[config.mk]
export PLATFORM = sky130hd
export DESIGN_NAME = acc_conversion_control
export DESIGN_NICKNAME = d
export VERILOG_FILES = /design/src/core/acc_conversion_control.v
export VERILOG_INCLUDE_DIRS = /design/src /design/src/core
export SDC_FILE = /design/constraint.sdc
export NUM_CORES = 1
export LEC_CHECK = 0
export ABC_AREA = 1
export ABC_CLOCK_PERIOD_IN_PS = 2400
export BUFFER_PORTS_ARGS = -buffer_cell sky130_fd_sc_hd__buf_2
export CAP_MARGIN = 20
export CORE_MARGIN = 2
export CORE_UTILIZATION = 47
export CTS_CLUSTER_SIZE = 16
export DETAILED_ROUTE_END_ITERATION = 12
export PLACE_DENSITY_LB_ADDON = 0.08
export SLEW_MARGIN = 30
export SYNTH_ARGS = -nofsm -noshare
export SYNTH_HDL_FRONTEND = slang
export SYNTH_SLANG_ARGS = --single-unit
[constraint.sdc]
create_clock -name clk -period 2.4 [get_ports clk]
set_input_delay 0.36 -clock clk [delete_from_list [all_inputs] [get_ports clk]]
set_output_delay 0.36 -clock clk [all_outputs]
set_load 0.05 [all_outputs]
[src/core/acc_map.vh]
// Purpose: register map and constants of the converter control block
// Assumes: byte addresses on a 32-bit AXI4-Lite bus, one register per word
// Notes:   printed offsets are not all multiples of four, so they are indices
`ifndef ACC_MAP_VH
`define ACC_MAP_VH
// register indices as printed, byte address is index times four
`define ACC_IDX_CSR        8'h70
`define ACC_IDX_RES_HIGH   8'h71
`define ACC_IDX_RES_LOW    8'h72
// control/status field positions
`define ACC_CSR_DONE_BIT   7
`define ACC_CSR_RATE_BIT   6
`define ACC_CSR_ON_BIT     5
`define ACC_CSR_CH_MSB     3
`define ACC_CSR_RESET      8'h00
`define ACC_RES_RESET      10'h000
// converter clock divide counts (cpu clock over 4 and over 2)
`define ACC_DIV_SLOW       2'h3
`define ACC_DIV_FAST       2'h1
// axi responses
`define ACC_RESP_OKAY      2'h0
`define ACC_RESP_SLVERR    2'h2
`endif

[src/core/acc_conversion_control.v]
// Purpose: control of a 10-bit successive approximation converter over AXI4-Lite
// Assumes: analog core answers a one-cycle conv_start with conv_done and a 10-bit code
// Notes:   the core saturates out-of-range inputs itself; halt_mode gates the converter
`timescale 1ns/100ps
`default_nettype none
`include "acc_map.vh"

// Function
// - on bit powers converter, converts continuously
// - clearing on bit stops conversion
// - conversion end sets done flag, results
// - high result read or csr write clears
// - done read-only, others rw, reset zero
// - rate bit selects divide four or two
// - four-bit channel select drives input mux
// - channel change aborts, clears done, restarts
// - high holds bits 9:2, low 1:0
// - saturated codes pass through unmodified
// - next conversion overwrites both bytes
// - wait mode leaves converter running
// - halt disables converter, needs stabilization
module acc_conversion_control (
  input  wire        clk,            // 40 MHz cpu clock
  input  wire        srst,           // synchronous reset, active high
  input  wire        ce,             // clock enable, freezes all state when low
  input  wire [31:0] s_axi_awaddr,   // write address
  input  wire        s_axi_awvalid,  // write address valid
  output reg         s_axi_awready,  // write address ready
  input  wire [31:0] s_axi_wdata,    // write data
  input  wire [3:0]  s_axi_wstrb,    // write byte strobes
  input  wire        s_axi_wvalid,   // write data valid
  output reg         s_axi_wready,   // write data ready
  output reg  [1:0]  s_axi_bresp,    // write response
  output reg         s_axi_bvalid,   // write response valid
  input  wire        s_axi_bready,   // write response ready
  input  wire [31:0] s_axi_araddr,   // read address
  input  wire        s_axi_arvalid,  // read address valid
  output reg         s_axi_arready,  // read address ready
  output reg  [31:0] s_axi_rdata,    // read data
  output reg  [1:0]  s_axi_rresp,    // read response
  output reg         s_axi_rvalid,   // read data valid
  input  wire        s_axi_rready,   // read data ready
  input  wire        halt_mode,      // device halt request, asynchronous
  input  wire        wait_mode,      // device wait request, asynchronous
  output reg         conv_power,     // converter core power enable
  output reg  [3:0]  channel_select, // analog input multiplexer select
  output reg         conv_clk_en,    // converter clock tick, one cycle
  output reg         conv_start,     // start one conversion, one cycle
  output reg         conv_abort,     // abandon conversion in progress, one cycle
  input  wire        conv_done,      // core finished, asynchronous pulse held >= 3 cycles
  input  wire [9:0]  conv_code       // core result, stable while conv_done high
);

  // ==========================================================
  // control/status and result storage
  reg        done_flag;
  reg        rate_fast;
  reg        converter_on;
  reg [9:0]  result;
  reg        busy;
  reg [1:0]  div_cnt;
  reg        halt_s1;
  reg        halt_s2;
  reg        wait_s1;
  reg        wait_s2;
  reg        done_s1;
  reg        done_s2;
  reg        done_s3;
  reg        aw_held;
  reg        w_held;
  reg [31:0] aw_addr;
  reg [31:0] w_data;
  reg [3:0]  w_strb;
  reg        next_done_flag;
  reg [9:0]  next_result;
  reg [1:0]  next_div_cnt;
  reg        next_clk_en;

  wire       run_enable;
  wire       done_edge;
  wire       wr_fire;
  wire       rd_fire;
  wire       wr_csr;
  wire       wr_csr_byte;
  wire       rd_high;
  wire [7:0] csr_value;
  wire [7:0] wr_byte;
  wire       wr_rate;
  wire       wr_on;
  wire [3:0] wr_channel;
  wire       ch_change;
  wire [1:0] div_limit;

  // ==========================================================
  // synchronisers for asynchronous inputs
  // halt is a level from the power manager, two flops before use
  always @(posedge clk) begin
    if (srst) begin
      halt_s1 <= 1'b0;
      halt_s2 <= 1'b0;
    end else if (ce) begin
      halt_s1 <= halt_mode;
      halt_s2 <= halt_s1;
    end
  end

  // wait is synchronised for a clean level but deliberately changes nothing
  always @(posedge clk) begin
    if (srst) begin
      wait_s1 <= 1'b0;
      wait_s2 <= 1'b0;
    end else if (ce) begin
      wait_s1 <= wait_mode;
      wait_s2 <= wait_s1;
    end
  end

  // done needs a third flop to find its rising edge; only the second feeds logic
  always @(posedge clk) begin
    if (srst) begin
      done_s1 <= 1'b0;
      done_s2 <= 1'b0;
      done_s3 <= 1'b0;
    end else if (ce) begin
      done_s1 <= conv_done;
      done_s2 <= done_s1;
      done_s3 <= done_s2;
    end
  end

  // wait mode is sampled only to show it is deliberately ignored
  assign run_enable = converter_on & ~halt_s2;
  assign done_edge  = done_s2 & ~done_s3;

  // ==========================================================
  // axi write path: address and data may arrive in either order
  assign wr_fire     = aw_held & w_held & ~s_axi_bvalid;
  assign wr_csr      = wr_fire & (aw_addr[11:2] == {2'h0, `ACC_IDX_CSR});
  assign wr_csr_byte = wr_csr & w_strb[0];
  assign wr_byte     = w_data[7:0];
  assign wr_rate     = wr_byte[`ACC_CSR_RATE_BIT];
  assign wr_on       = wr_byte[`ACC_CSR_ON_BIT];
  assign wr_channel  = wr_byte[`ACC_CSR_CH_MSB:0];
  assign ch_change   = wr_csr_byte & (wr_channel != channel_select);
  assign div_limit   = rate_fast ? `ACC_DIV_FAST : `ACC_DIV_SLOW;

  // ready drops once a beat is held, so a second beat waits for the response
  always @(posedge clk) begin
    if (srst) begin
      s_axi_awready <= 1'b1;
      s_axi_wready  <= 1'b1;
      s_axi_bvalid  <= 1'b0;
      s_axi_bresp   <= `ACC_RESP_OKAY;
      aw_held       <= 1'b0;
      w_held        <= 1'b0;
      aw_addr       <= 32'h0000_0000;
      w_data        <= 32'h0000_0000;
      w_strb        <= 4'h0;
    end else if (ce) begin
      if (s_axi_awvalid && s_axi_awready) begin
        aw_addr       <= s_axi_awaddr;
        aw_held       <= 1'b1;
        s_axi_awready <= 1'b0;
      end
      if (s_axi_wvalid && s_axi_wready) begin
        w_data       <= s_axi_wdata;
        w_strb       <= s_axi_wstrb;
        w_held       <= 1'b1;
        s_axi_wready <= 1'b0;
      end
      if (wr_fire) begin
        s_axi_bvalid <= 1'b1;
        s_axi_bresp  <= (aw_addr[11:2] == {2'h0, `ACC_IDX_CSR}) ? `ACC_RESP_OKAY : `ACC_RESP_SLVERR;
      end
      if (s_axi_bvalid && s_axi_bready) begin
        s_axi_bvalid  <= 1'b0;
        aw_held       <= 1'b0;
        w_held        <= 1'b0;
        s_axi_awready <= 1'b1;
        s_axi_wready  <= 1'b1;
      end
    end
  end

  // ==========================================================
  // axi read path, one read at a time
  assign rd_fire   = s_axi_arvalid & s_axi_arready;
  assign rd_high   = rd_fire & (s_axi_araddr[11:2] == {2'h0, `ACC_IDX_RES_HIGH});
  assign csr_value = {done_flag, rate_fast, converter_on, 1'b0, channel_select};

  // rdata is registered so the answer stands unchanged until rready
  always @(posedge clk) begin
    if (srst) begin
      s_axi_arready <= 1'b1;
      s_axi_rvalid  <= 1'b0;
      s_axi_rdata   <= 32'h0000_0000;
      s_axi_rresp   <= `ACC_RESP_OKAY;
    end else if (ce) begin
      if (rd_fire) begin
        s_axi_arready <= 1'b0;
        s_axi_rvalid  <= 1'b1;
        s_axi_rresp   <= `ACC_RESP_OKAY;
        case (s_axi_araddr[11:2])
          {2'h0, `ACC_IDX_CSR}:      s_axi_rdata <= {24'h00_0000, csr_value};
          {2'h0, `ACC_IDX_RES_HIGH}: s_axi_rdata <= {24'h00_0000, result[9:2]};
          {2'h0, `ACC_IDX_RES_LOW}:  s_axi_rdata <= {30'h0000_0000, result[1:0]};
          default: begin
            s_axi_rdata <= 32'h0000_0000;
            s_axi_rresp <= `ACC_RESP_SLVERR;
          end
        endcase
      end else if (s_axi_rvalid && s_axi_rready) begin
        s_axi_rvalid  <= 1'b0;
        s_axi_arready <= 1'b1;
      end
    end
  end

  // ==========================================================
  // done flag and result next state
  // a finishing conversion wins over a clear, except when the channel just changed
  always @* begin
    next_done_flag = done_flag;
    next_result    = result;
    if (done_edge && busy && run_enable && !ch_change) begin
      next_done_flag = 1'b1;
      next_result    = conv_code;
    end else if (wr_csr || rd_high || ch_change) begin
      next_done_flag = 1'b0;
    end
  end

  // ==========================================================
  // control register and done flag
  always @(posedge clk) begin
    if (srst) begin
      rate_fast      <= 1'b0;
      converter_on   <= 1'b0;
      channel_select <= 4'h0;
      done_flag      <= 1'b0;
      result         <= `ACC_RES_RESET;
    end else if (ce) begin
      if (wr_csr_byte) begin
        // bit 4 is reserved and not stored; bit 7 ignores writes
        rate_fast      <= wr_rate;
        converter_on   <= wr_on;
        channel_select <= wr_channel;
      end
      done_flag <= next_done_flag;
      result    <= next_result;
    end
  end

  // ==========================================================
  // converter clock and start/done handshake
  // the code is taken three cycles after done rises, so the core must hold it stable that long
  // divider: counts to the limit, then ticks once and wraps
  always @* begin
    next_div_cnt = div_cnt + 2'h1;
    next_clk_en  = 1'b0;
    if (div_cnt >= div_limit) begin
      next_div_cnt = 2'h0;
      next_clk_en  = 1'b1;
    end
  end

  always @(posedge clk) begin
    if (srst) begin
      div_cnt     <= 2'h0;
      conv_clk_en <= 1'b0;
      conv_start  <= 1'b0;
      conv_abort  <= 1'b0;
      conv_power  <= 1'b0;
      busy        <= 1'b0;
    end else if (ce) begin
      conv_power  <= run_enable;
      conv_start  <= 1'b0;
      conv_abort  <= 1'b0;
      conv_clk_en <= 1'b0;
      if (!run_enable) begin
        div_cnt    <= 2'h0;
        conv_abort <= busy;
        busy       <= 1'b0;
      end else if (ch_change) begin
        conv_abort <= busy;
        busy       <= 1'b0;
        div_cnt    <= 2'h0;
      end else begin
        div_cnt     <= next_div_cnt;
        conv_clk_en <= next_clk_en;
        if (busy && done_edge) begin
          busy <= 1'b0;
        end else if (!busy && !done_s2 && div_cnt >= div_limit) begin
          conv_start <= 1'b1;
          busy       <= 1'b1;
        end
      end
    end
  end

endmodule // acc_conversion_control
`default_nettype wire

## After elaboration in Yosys (flattened, before gate mapping)

Index checks and enable logic that the tools add are counted.

| operators by class | value |
|---|---|
| add/sub/neg operators | 1 |
| magnitude comparators | 1 |
| eq/ne operators | 6 |
| mux-type cells | 36 |
| bitwise gates (word level) | 12 |
| reductions and logical operators | 32 |

Operators with widths:

| cell | number |
|---|---|
| equality test 10 x 7 -> 1 bit (second input constant) | 4 |
| two-way mux 1 bit | 29 |
| one-hot mux 8 bit (3 select lines) | 1 |
| AND reduction 2 bit | 12 |
| two-way mux 2 bit | 6 |
| nonzero test 2 bit | 5 |
| bitwise AND 1 bit | 9 |
| logical AND 1 bit | 9 |
| inequality test 4 x 1 -> 1 bit (second input constant) | 1 |
| inequality test 4 bit | 1 |
| logical NOT 1 bit | 3 |
| NOT 1 bit | 3 |
| OR reduction 3 bit | 1 |
| adder 2 x 1 -> 2 bit (second input constant) | 1 |
| greater-or-equal comparator 2 bit | 1 |
| logical OR 1 bit | 2 |

| storage, ports and cells | value |
|---|---|
| bits in registers | 92 |
| bits of input ports | 121 |
| output and inout bits | 49 |

## Longest topological paths before layout

Gate-level depths: netlist of run 1.

| logic depth | value |
|---|---|
| depth after elaboration | 9 |
| gate-level depth with buffers | 11 |

## Least setup slack after synthesis of run 1

Ideal clock, no wire load.

| timing path | value |
|---|---|
| path type | reg-to-reg |
| start point | reg channel_select[3] |
| end point | reg result[0] |
| library setup time | 113 ps |
| data arrival time | 1527 ps |
| required time | 2287 ps |
| path slack | 760 ps |
| stages on the path, launching flop included | 11 |
| path buffers | 1 |
| cell sequence | dfxtp_1 > inv_1 > nand2_1 > nand2_1 > nor2_1 > nand2_1 > nand3_4 > nand4_4 > buf_4 > nor2_1 > nor2_1 |

| on the way | value |
|---|---|
| cells in the longest elaborated chain, start to end | 5 |

RTL lines:

| what | RTL line | text |
|---|---|---|
| from (decl) | acc_conversion_control.v:46 | `output reg [3:0] channel_select,` |
| from (signal assigned) | acc_conversion_control.v:247 | `channel_select <= wr_channel;` |
| inequality test 4 bit | acc_conversion_control.v:144 | `assign ch_change = wr_csr_byte & (wr_channel != channel_select);` |
| bitwise AND 1 bit | acc_conversion_control.v:144 |  |
| logical NOT 1 bit | acc_conversion_control.v:225 | `if (done_edge && busy && run_enable && !ch_change) begin` |
| logical AND 1 bit | acc_conversion_control.v:225 |  |
| AND reduction 2 bit (no line) | - |  |
| to (signal assigned) | acc_conversion_control.v:241 | `` result <= `ACC_RES_RESET; `` |
| to (signal assigned) | acc_conversion_control.v:250 | `result <= next_result;` |
| to (decl) | acc_conversion_control.v:59 | `reg [9:0] result;` |

Every way passes these cells.
A chain may end at the register's enable or synchronous reset.

## Worst setup path in the final report of run 1

| timing path | value |
|---|---|
| start point | reg converter_on |
| end point | reg result[2] |

| on the way | value |
|---|---|
| cells in the longest elaborated chain, start to end | 4 |

RTL lines:

| what | RTL line | text |
|---|---|---|
| from (decl) | acc_conversion_control.v:58 | `reg converter_on;` |
| from (signal assigned) | acc_conversion_control.v:246 | `converter_on <= wr_on;` |
| bitwise AND 1 bit | acc_conversion_control.v:132 | `assign run_enable = converter_on & ~halt_s2;` |
| logical AND 1 bit (2 in a row) | acc_conversion_control.v:225 |  |
| AND reduction 2 bit (no line) | - |  |

Every way passes these cells.

==> key figures, run 1 <==
Critical path
  – WP data required: 2.62 ns
  – Setup crit start kind: flop
  – CP Capture Type: flop
  – Crit path max fanout: 21
  – Most common cell on crit path: nor2_1
  – CP Launch Point: converter_on
  – Crit Path Category: reg -> reg
  – Worst reg2reg startpoint: converter_on
  – CP max-delay cell: nor2_1
  – Crit path DAT: 1.77 ns
  – Crit path max-delay family: simple AND/OR/NAND/NOR gates
  – CP peak stage delay: 0.43 ns
  – CP cell instances: inv_1 > nor2_1 > nand4_4 > nor2_1 > nor2_1
  – CP bufs+invs: 1

Hold path
  – HP Class: in -> reg
  – Hold_sp: conv_code[6]

Final layout
  – Share of post-route cells with drive strength above 1: 20.91%
  – Layout Nets: 585
  – N_diodes: 0
  – P&R area growth vs syn: 14.86%
  – Fill cells: 578
  – Most frequent cells in the layout: nand2_1, buf_2, dfxtp_1
  – Commonest non-fill, non-tap cell in the layout: nand2_1

Global routing
  – Initial antenna violation count: 0
  – First-pass GRT wire length: 10,210 um
  – Largest net degree at the start of global routing: 33
  – Vias in the first global route: 2,300
  – Tot GR Track Use: 20.05%
  – Congestion Overflow GR: 0

Floorplan
  – Row count: 28
  – Die area: 0.006748 mm^2
  – Initial Util: 48.48%
  – Core Area: 0.005921 mm^2
  – IO Pins: 170
  – Die width: 82.15 um
  – Die Y: 82.15 um

Yosys
  – Synthesized area per cell: 7.266 um^2
  – Ys flop type: dfxtp_1
  – Cell taking the most area after synthesis: dfxtp_1
  – Ys async rst share: 0%
  – Synth top area share: 43.94%
  – Register bit total from synthesis: 63
  – Top cells by area, synth: dfxtp_1, nand2_1, buf_4
  – Register area share after synthesis: 43.94%
  – Netlist cell types: 30
  – Mapped cell area: 0.002870 mm^2
  – Post-synth EDFFs: 0
  – Syn Inst Count: 395
  – Warnings, synthesis: 0

Routing
  – DRC errors left: 0
  – WL/cell: 11.44 um
  – Pre-antenna DRT Iters: 4
  – Via count: 2,539
  – Final ANT Viol Nets: 0
  – Initial DRC count: 84
  – Via density: 4.711
  – DRT Wirelength: 6165 um

Place
  – Final HPWL DP: 4376 um
  – Setup WS pre-CTS: 0.7341 ns
  – IO Port Bufs: 69
  – Placer Congestion: 0.8703

Clock network
  – Clock-pin slew on the worst setup and hold paths: 0.07 ns
  – Max clock buf depth: 2
  – TritonCTS buffer count: 9
  – Setup Buffers After CTS: 0
  – Hold Buf Count CTS: 0
  – CTS sink count: 63
  – CTS tree: built
  – Clock root cell: clkbuf_8
  – Post_cts resized: 0
  – H-tree Lvls: 3
  – Clock latency on the worst-skew pair: 0.33 ns

Pwr
  – Worst vdd ir: 300.1 uV
  – PnR Total Power: 0.002097 W
  – Static Leak: 1.554 nW
  – Power Density: 636.1 mW/mm^2

Timing
  – Max Fclk: 646.9 MHz
  – Skew final: 0.01139 ns
  – Fin crit period: 1.546 ns
  – RSZ-0062 raised after global routing: false
  – Normalized max-slew margin: 63.77%
  – Fin Setup TNS: 0 ns
  – Slew @ Worst Pin: 0.5415 ns
  – Setup ws final: 0.8542 ns
  – WHS: 0.2503 ns
  – Final hold vios: 0
  – # setup viols final: 0
  – Fin. max-slew vios: 0
  – Period utilization: 64.41%

Status
  – Outcome: complete, no violations

Job
  – Max Cap Viol: 0
flip-flops by register name, summed over array words and instances (netlist names), 2 cells and up:
name            flops
w_data              6
aw_addr            10
channel_select      4
s_axi_rdata         8
div_cnt             2
result             10
cell type report:
cell class	count	area (um^2)	share of cell area [%]
Clock inverter	3	15.01	0.4554
Multi-Input combinational cell	276	1277	38.75
Sequential cell	63	1261	38.25
Tap cell	75	93.84	2.846
Inverter	40	150.1	4.554
Timing Repair Buffer	73	375.4	11.39
Clock buffer	9	123.9	3.757
tightest hold or removal path: cells and delay by family:
kind	cells	cell delay, ns
simple gates	2	0.11
buf+inv	1	0.07
metrics by stage:
step	instances	utilization, %	instance area (um^2)
floorplan	420	-	2964
global placement	527	53.34	3158
detailed placement	527	53.34	3158
CTS	539	55.68	3297
global route	539	55.68	3297
finish	539	55.68	3297
power breakdown:
group / total, W / internal (W) / switching [W] / leakage (nW)
clock network: 0.000717 / 0.000346 / 0.000371 / 0.0764
registers: 0.00110 / 0.00108 / 0.0000179 / 0.513
logic: 0.000284 / 0.0000674 / 0.000216 / 0.965
metal layers:
layer	global-route usage [%]	share of wire (%)	up-vias
met5	0	0	-
met4	8.500	0.41	0
met3	4.239	5.1	2
met2	33.01	45	72
met1	25.46	49	1126
li1	-	-	1339
cell usage after synthesis (6+ instances only):
master and n:
a211oi_1 6, a21oi_1 37, buf_4 27, clkbuf_1 8
dfxtp_1 63, inv_1 36, nand2_1 94, nand3_1 12
nand4_1 6, nor2_1 50, o21ai_0 20
final timing paths:
kind	to	slack [ns]	cells past startpoint
setup / recovery	result[2]	0.85	5
hold / removal	result[6]	0.25	3
setup reg to reg	result[2]	0.85	5
hold reg to reg	aw_addr[4]	0.45	2
kinds of logic after synthesis:
kind of cell	share of synthesized area, %
AOI/OAI and AO/OA	14.43
adders and majority gates	0.4359
buffers and inverters	14.82
other	0.1307
xor gates and xnor gates	0.3052
DFF	43.94
and+or+nand+nor	25.94
Note: power is estimated with default switching activity, not from simulation.
==> run 2, diff against run 1 <==
Settings changed: ABC_CLOCK_PERIOD_IN_PS 2400 to 1350, CORE_UTILIZATION 47 to 39.
Clock period 2.4 ns to 1.35 ns, I/O delays scaled along.
==> key figures, run 2 (same netlist as run 1, synthesis figures left out) <==
Status
  – Outcome: complete, but fails checks
  – Failing checks: negative setup slack

Clock network
  – CTS tree: built
  – Clock-pin slew on the worst setup and hold paths: 0.07 ns
  – Max clock buf depth: 2
  – Clock latency on the worst-skew pair: 0.34 ns
  – H-tree Lvls: 3
  – Hold Buf Count CTS: 0
  – CTS sink count: 63
  – Clock root cell: clkbuf_8
  – TritonCTS buffer count: 9

Global routing
  – Largest net degree at the start of global routing: 22
  – Vias in the first global route: 2,552
  – Congestion Overflow GR: 0
  – First-pass GRT wire length: 11,470 um
  – Initial antenna violation count: 0
  – Tot GR Track Use: 17.43%

Critical path
  – CP max-delay cell: dfxtp_2
  – CP Capture Type: flop
  – Crit path DAT: 1.63 ns
  – CP cell instances: ha_4 > a21o_1 > nand3_1 > inv_2 > nor2_2 > nand3_2 > nand2_1 > nand2_1 > a21oi_1
  – CP peak stage delay: 0.33 ns
  – Reg2reg end: busy
  – Crit path max fanout: 3
  – Cells on worst reg2reg path: 9
  – Setup crit start kind: flop
  – Crit Path Category: reg -> reg
  – Worst reg2reg startpoint: div_cnt[1]
  – Reg2Reg Setup Slack: -0.01 ns
  – WP data required: 1.62 ns
  – Most common cell on crit path: nand2_1

Floorplan
  – Die area: 0.008062 mm^2
  – Die width: 89.79 um
  – Core Area: 0.007176 mm^2
  – Die Y: 89.79 um
  – Row count: 31
  – IO Pins: 170
  – Initial Util: 40.00%

Final layout
  – Fill cells: 764
  – Most frequent cells in the layout: nand2_1, buf_2, dfxtp_1
  – P&R area growth vs syn: 33.74%
  – Layout Nets: 620
  – Commonest non-fill, non-tap cell in the layout: nand2_1
  – Final Cell Area: 0.003839 mm^2
  – Share of post-route cells with drive strength above 1: 38.37%
  – N_diodes: 0
  – Fin util: 53.50%
  – Top flop regs: aw_addr x10, result x10, s_axi_rdata x8

Routing
  – WL/cell: 11.52 um
  – Initial DRC count: 64
  – DRC errors left: 0
  – DRT Wirelength: 6937 um
  – Pre-antenna DRT Iters: 4
  – Final ANT Viol Nets: 0
  – Via count: 2,707
  – Via density: 4.497

Timing
  – # setup viols final: 3
  – Period utilization: 100.8%
  – Max Fclk: 735.1 MHz
  – Setup ws final: -0.01041 ns
  – Fin crit period: 1.360 ns
  – Skew final: 0.006628 ns
  – Final hold vios: 0
  – RSZ-0062 raised after global routing: true
  – Fin. max-slew vios: 0

Hold path
  – HP Class: in -> reg
  – Hold depth: 3
  – Hold_sp: conv_code[5]
  – Min-Delay Endpoint: result[5]

Pwr
  – Static Leak: 1.763 nW
  – Worst vdd ir: 481.6 uV
  – Switching Share: 27.96%
  – Combinational Power Share: 13.6%
  – Power Density: 1076 mW/mm^2
  – Sequential share of power: 47.2%
  – Switching power: 0.001155 W
  – Clock power share: 39.1%
  – Int Pwr: 0.002975 W

Place
  – Placer Congestion: 0.8316
  – Placed inst area: 0.003446 mm^2
  – Final HPWL DP: 4953 um
  – IO Port Bufs: 69

Job
  – Max Cap Viol: 0
run 2: cell count changes in the layout (fill, tap and decap cells not counted), moves of 6 or more:
cell / change
dfxtp_1: -22
nor2_2: +14
buf_4: +30
a211oi_2: +6
inv_2: +7
nor2_1: -15
a211oi_1: -6
inv_1: -7
dfxtp_2: +17
run 2: worst max-delay path: cells and delay by family (launching register included):
| kind | cells | cell delay [ns] |
|---|---|---|
| AO/OA/AOI/OAI | 2 | 0.32 |
| AND/OR/NAND/NOR | 5 | 0.37 |
| adder cells (fa/ha/maj) | 1 | 0.23 |
| flip-flops | 1 | 0.33 |
| buffers and inverters | 1 | 0.05 |
run 2: area by class of cell:
type	instances	area (um^2)	share of cell area, %
Tap cell	99	123.9	3.227
Inverter	40	150.1	3.911
Sequential cell	63	1301	33.90
Timing Repair Buffer	108	665.6	17.34
Multi-Input combinational cell	276	1406	36.64
Clock inverter	3	42.54	1.108
Clock buffer	13	148.9	3.879
run 2: how the worst max path moves through the flow:
stage                   endpoint               from  depth (start not counted)  slack, ns
6_report                    busy         div_cnt[1]                          9      -0.01
5_1_grt                result[6]          w_data[0]                         11      -0.15
4_1_cts        channel_select[3]         aw_addr[5]                          9      -0.05
3_5_place_dp        converter_on             w_held                          8      -0.04
3_3_place_gp           result[9]          w_data[0]                         10      -0.04
2_1_floorplan          result[9]  channel_select[3]                         10      0.003
run 2: what timing repair did:
item                       in CTS  in global routing
pin swaps                       5                 12
resized for setup              17                 44
buffers inserted                0                  4
setup endpoints to repair      18                 23
cloned                          0                  1
run 2: stage by stage:
step,setup slack (ns),hold slack (ns),cells,TNS [ns],total power [W]
2_1_floorplan,0.002611,0.3374,420,0,0.002412
3_3_place_gp,-0.04339,0.4230,581,-0.1948,0.002520
3_5_place_dp,-0.04338,0.4307,581,-0.1986,0.002528
4_1_cts,-0.05469,0.07031,597,-0.5940,0.004147
5_1_grt,-0.1455,0.09508,602,-2.104,0.004323
6_report,-0.01041,0.08152,602,-0.01461,0.004130
run 2: power by group through the flow:
stage	Clock (W)	Sequential [W]	Combinational, W
floorplan	0	0.00203	0.000383
global placement	0	0.00198	0.000538
detailed placement	0	0.00198	0.000545
CTS	0.00166	0.00194	0.000548
global route	0.00175	0.00196	0.000612
finish	0.00162	0.00195	0.000563
run 2: routing by layer:
| metal | share of wire, % | global-route usage (%) | vias to the layer above |
|---|---|---|---|
| li1 | - | - | 1414 |
| met1 | 45 | 20.44 | 1222 |
| met2 | 49 | 30.74 | 65 |
| met3 | 5.0 | 5.197 | 6 |
| met4 | 0.89 | 5.256 | 0 |
| met5 | 0 | 0 | - |
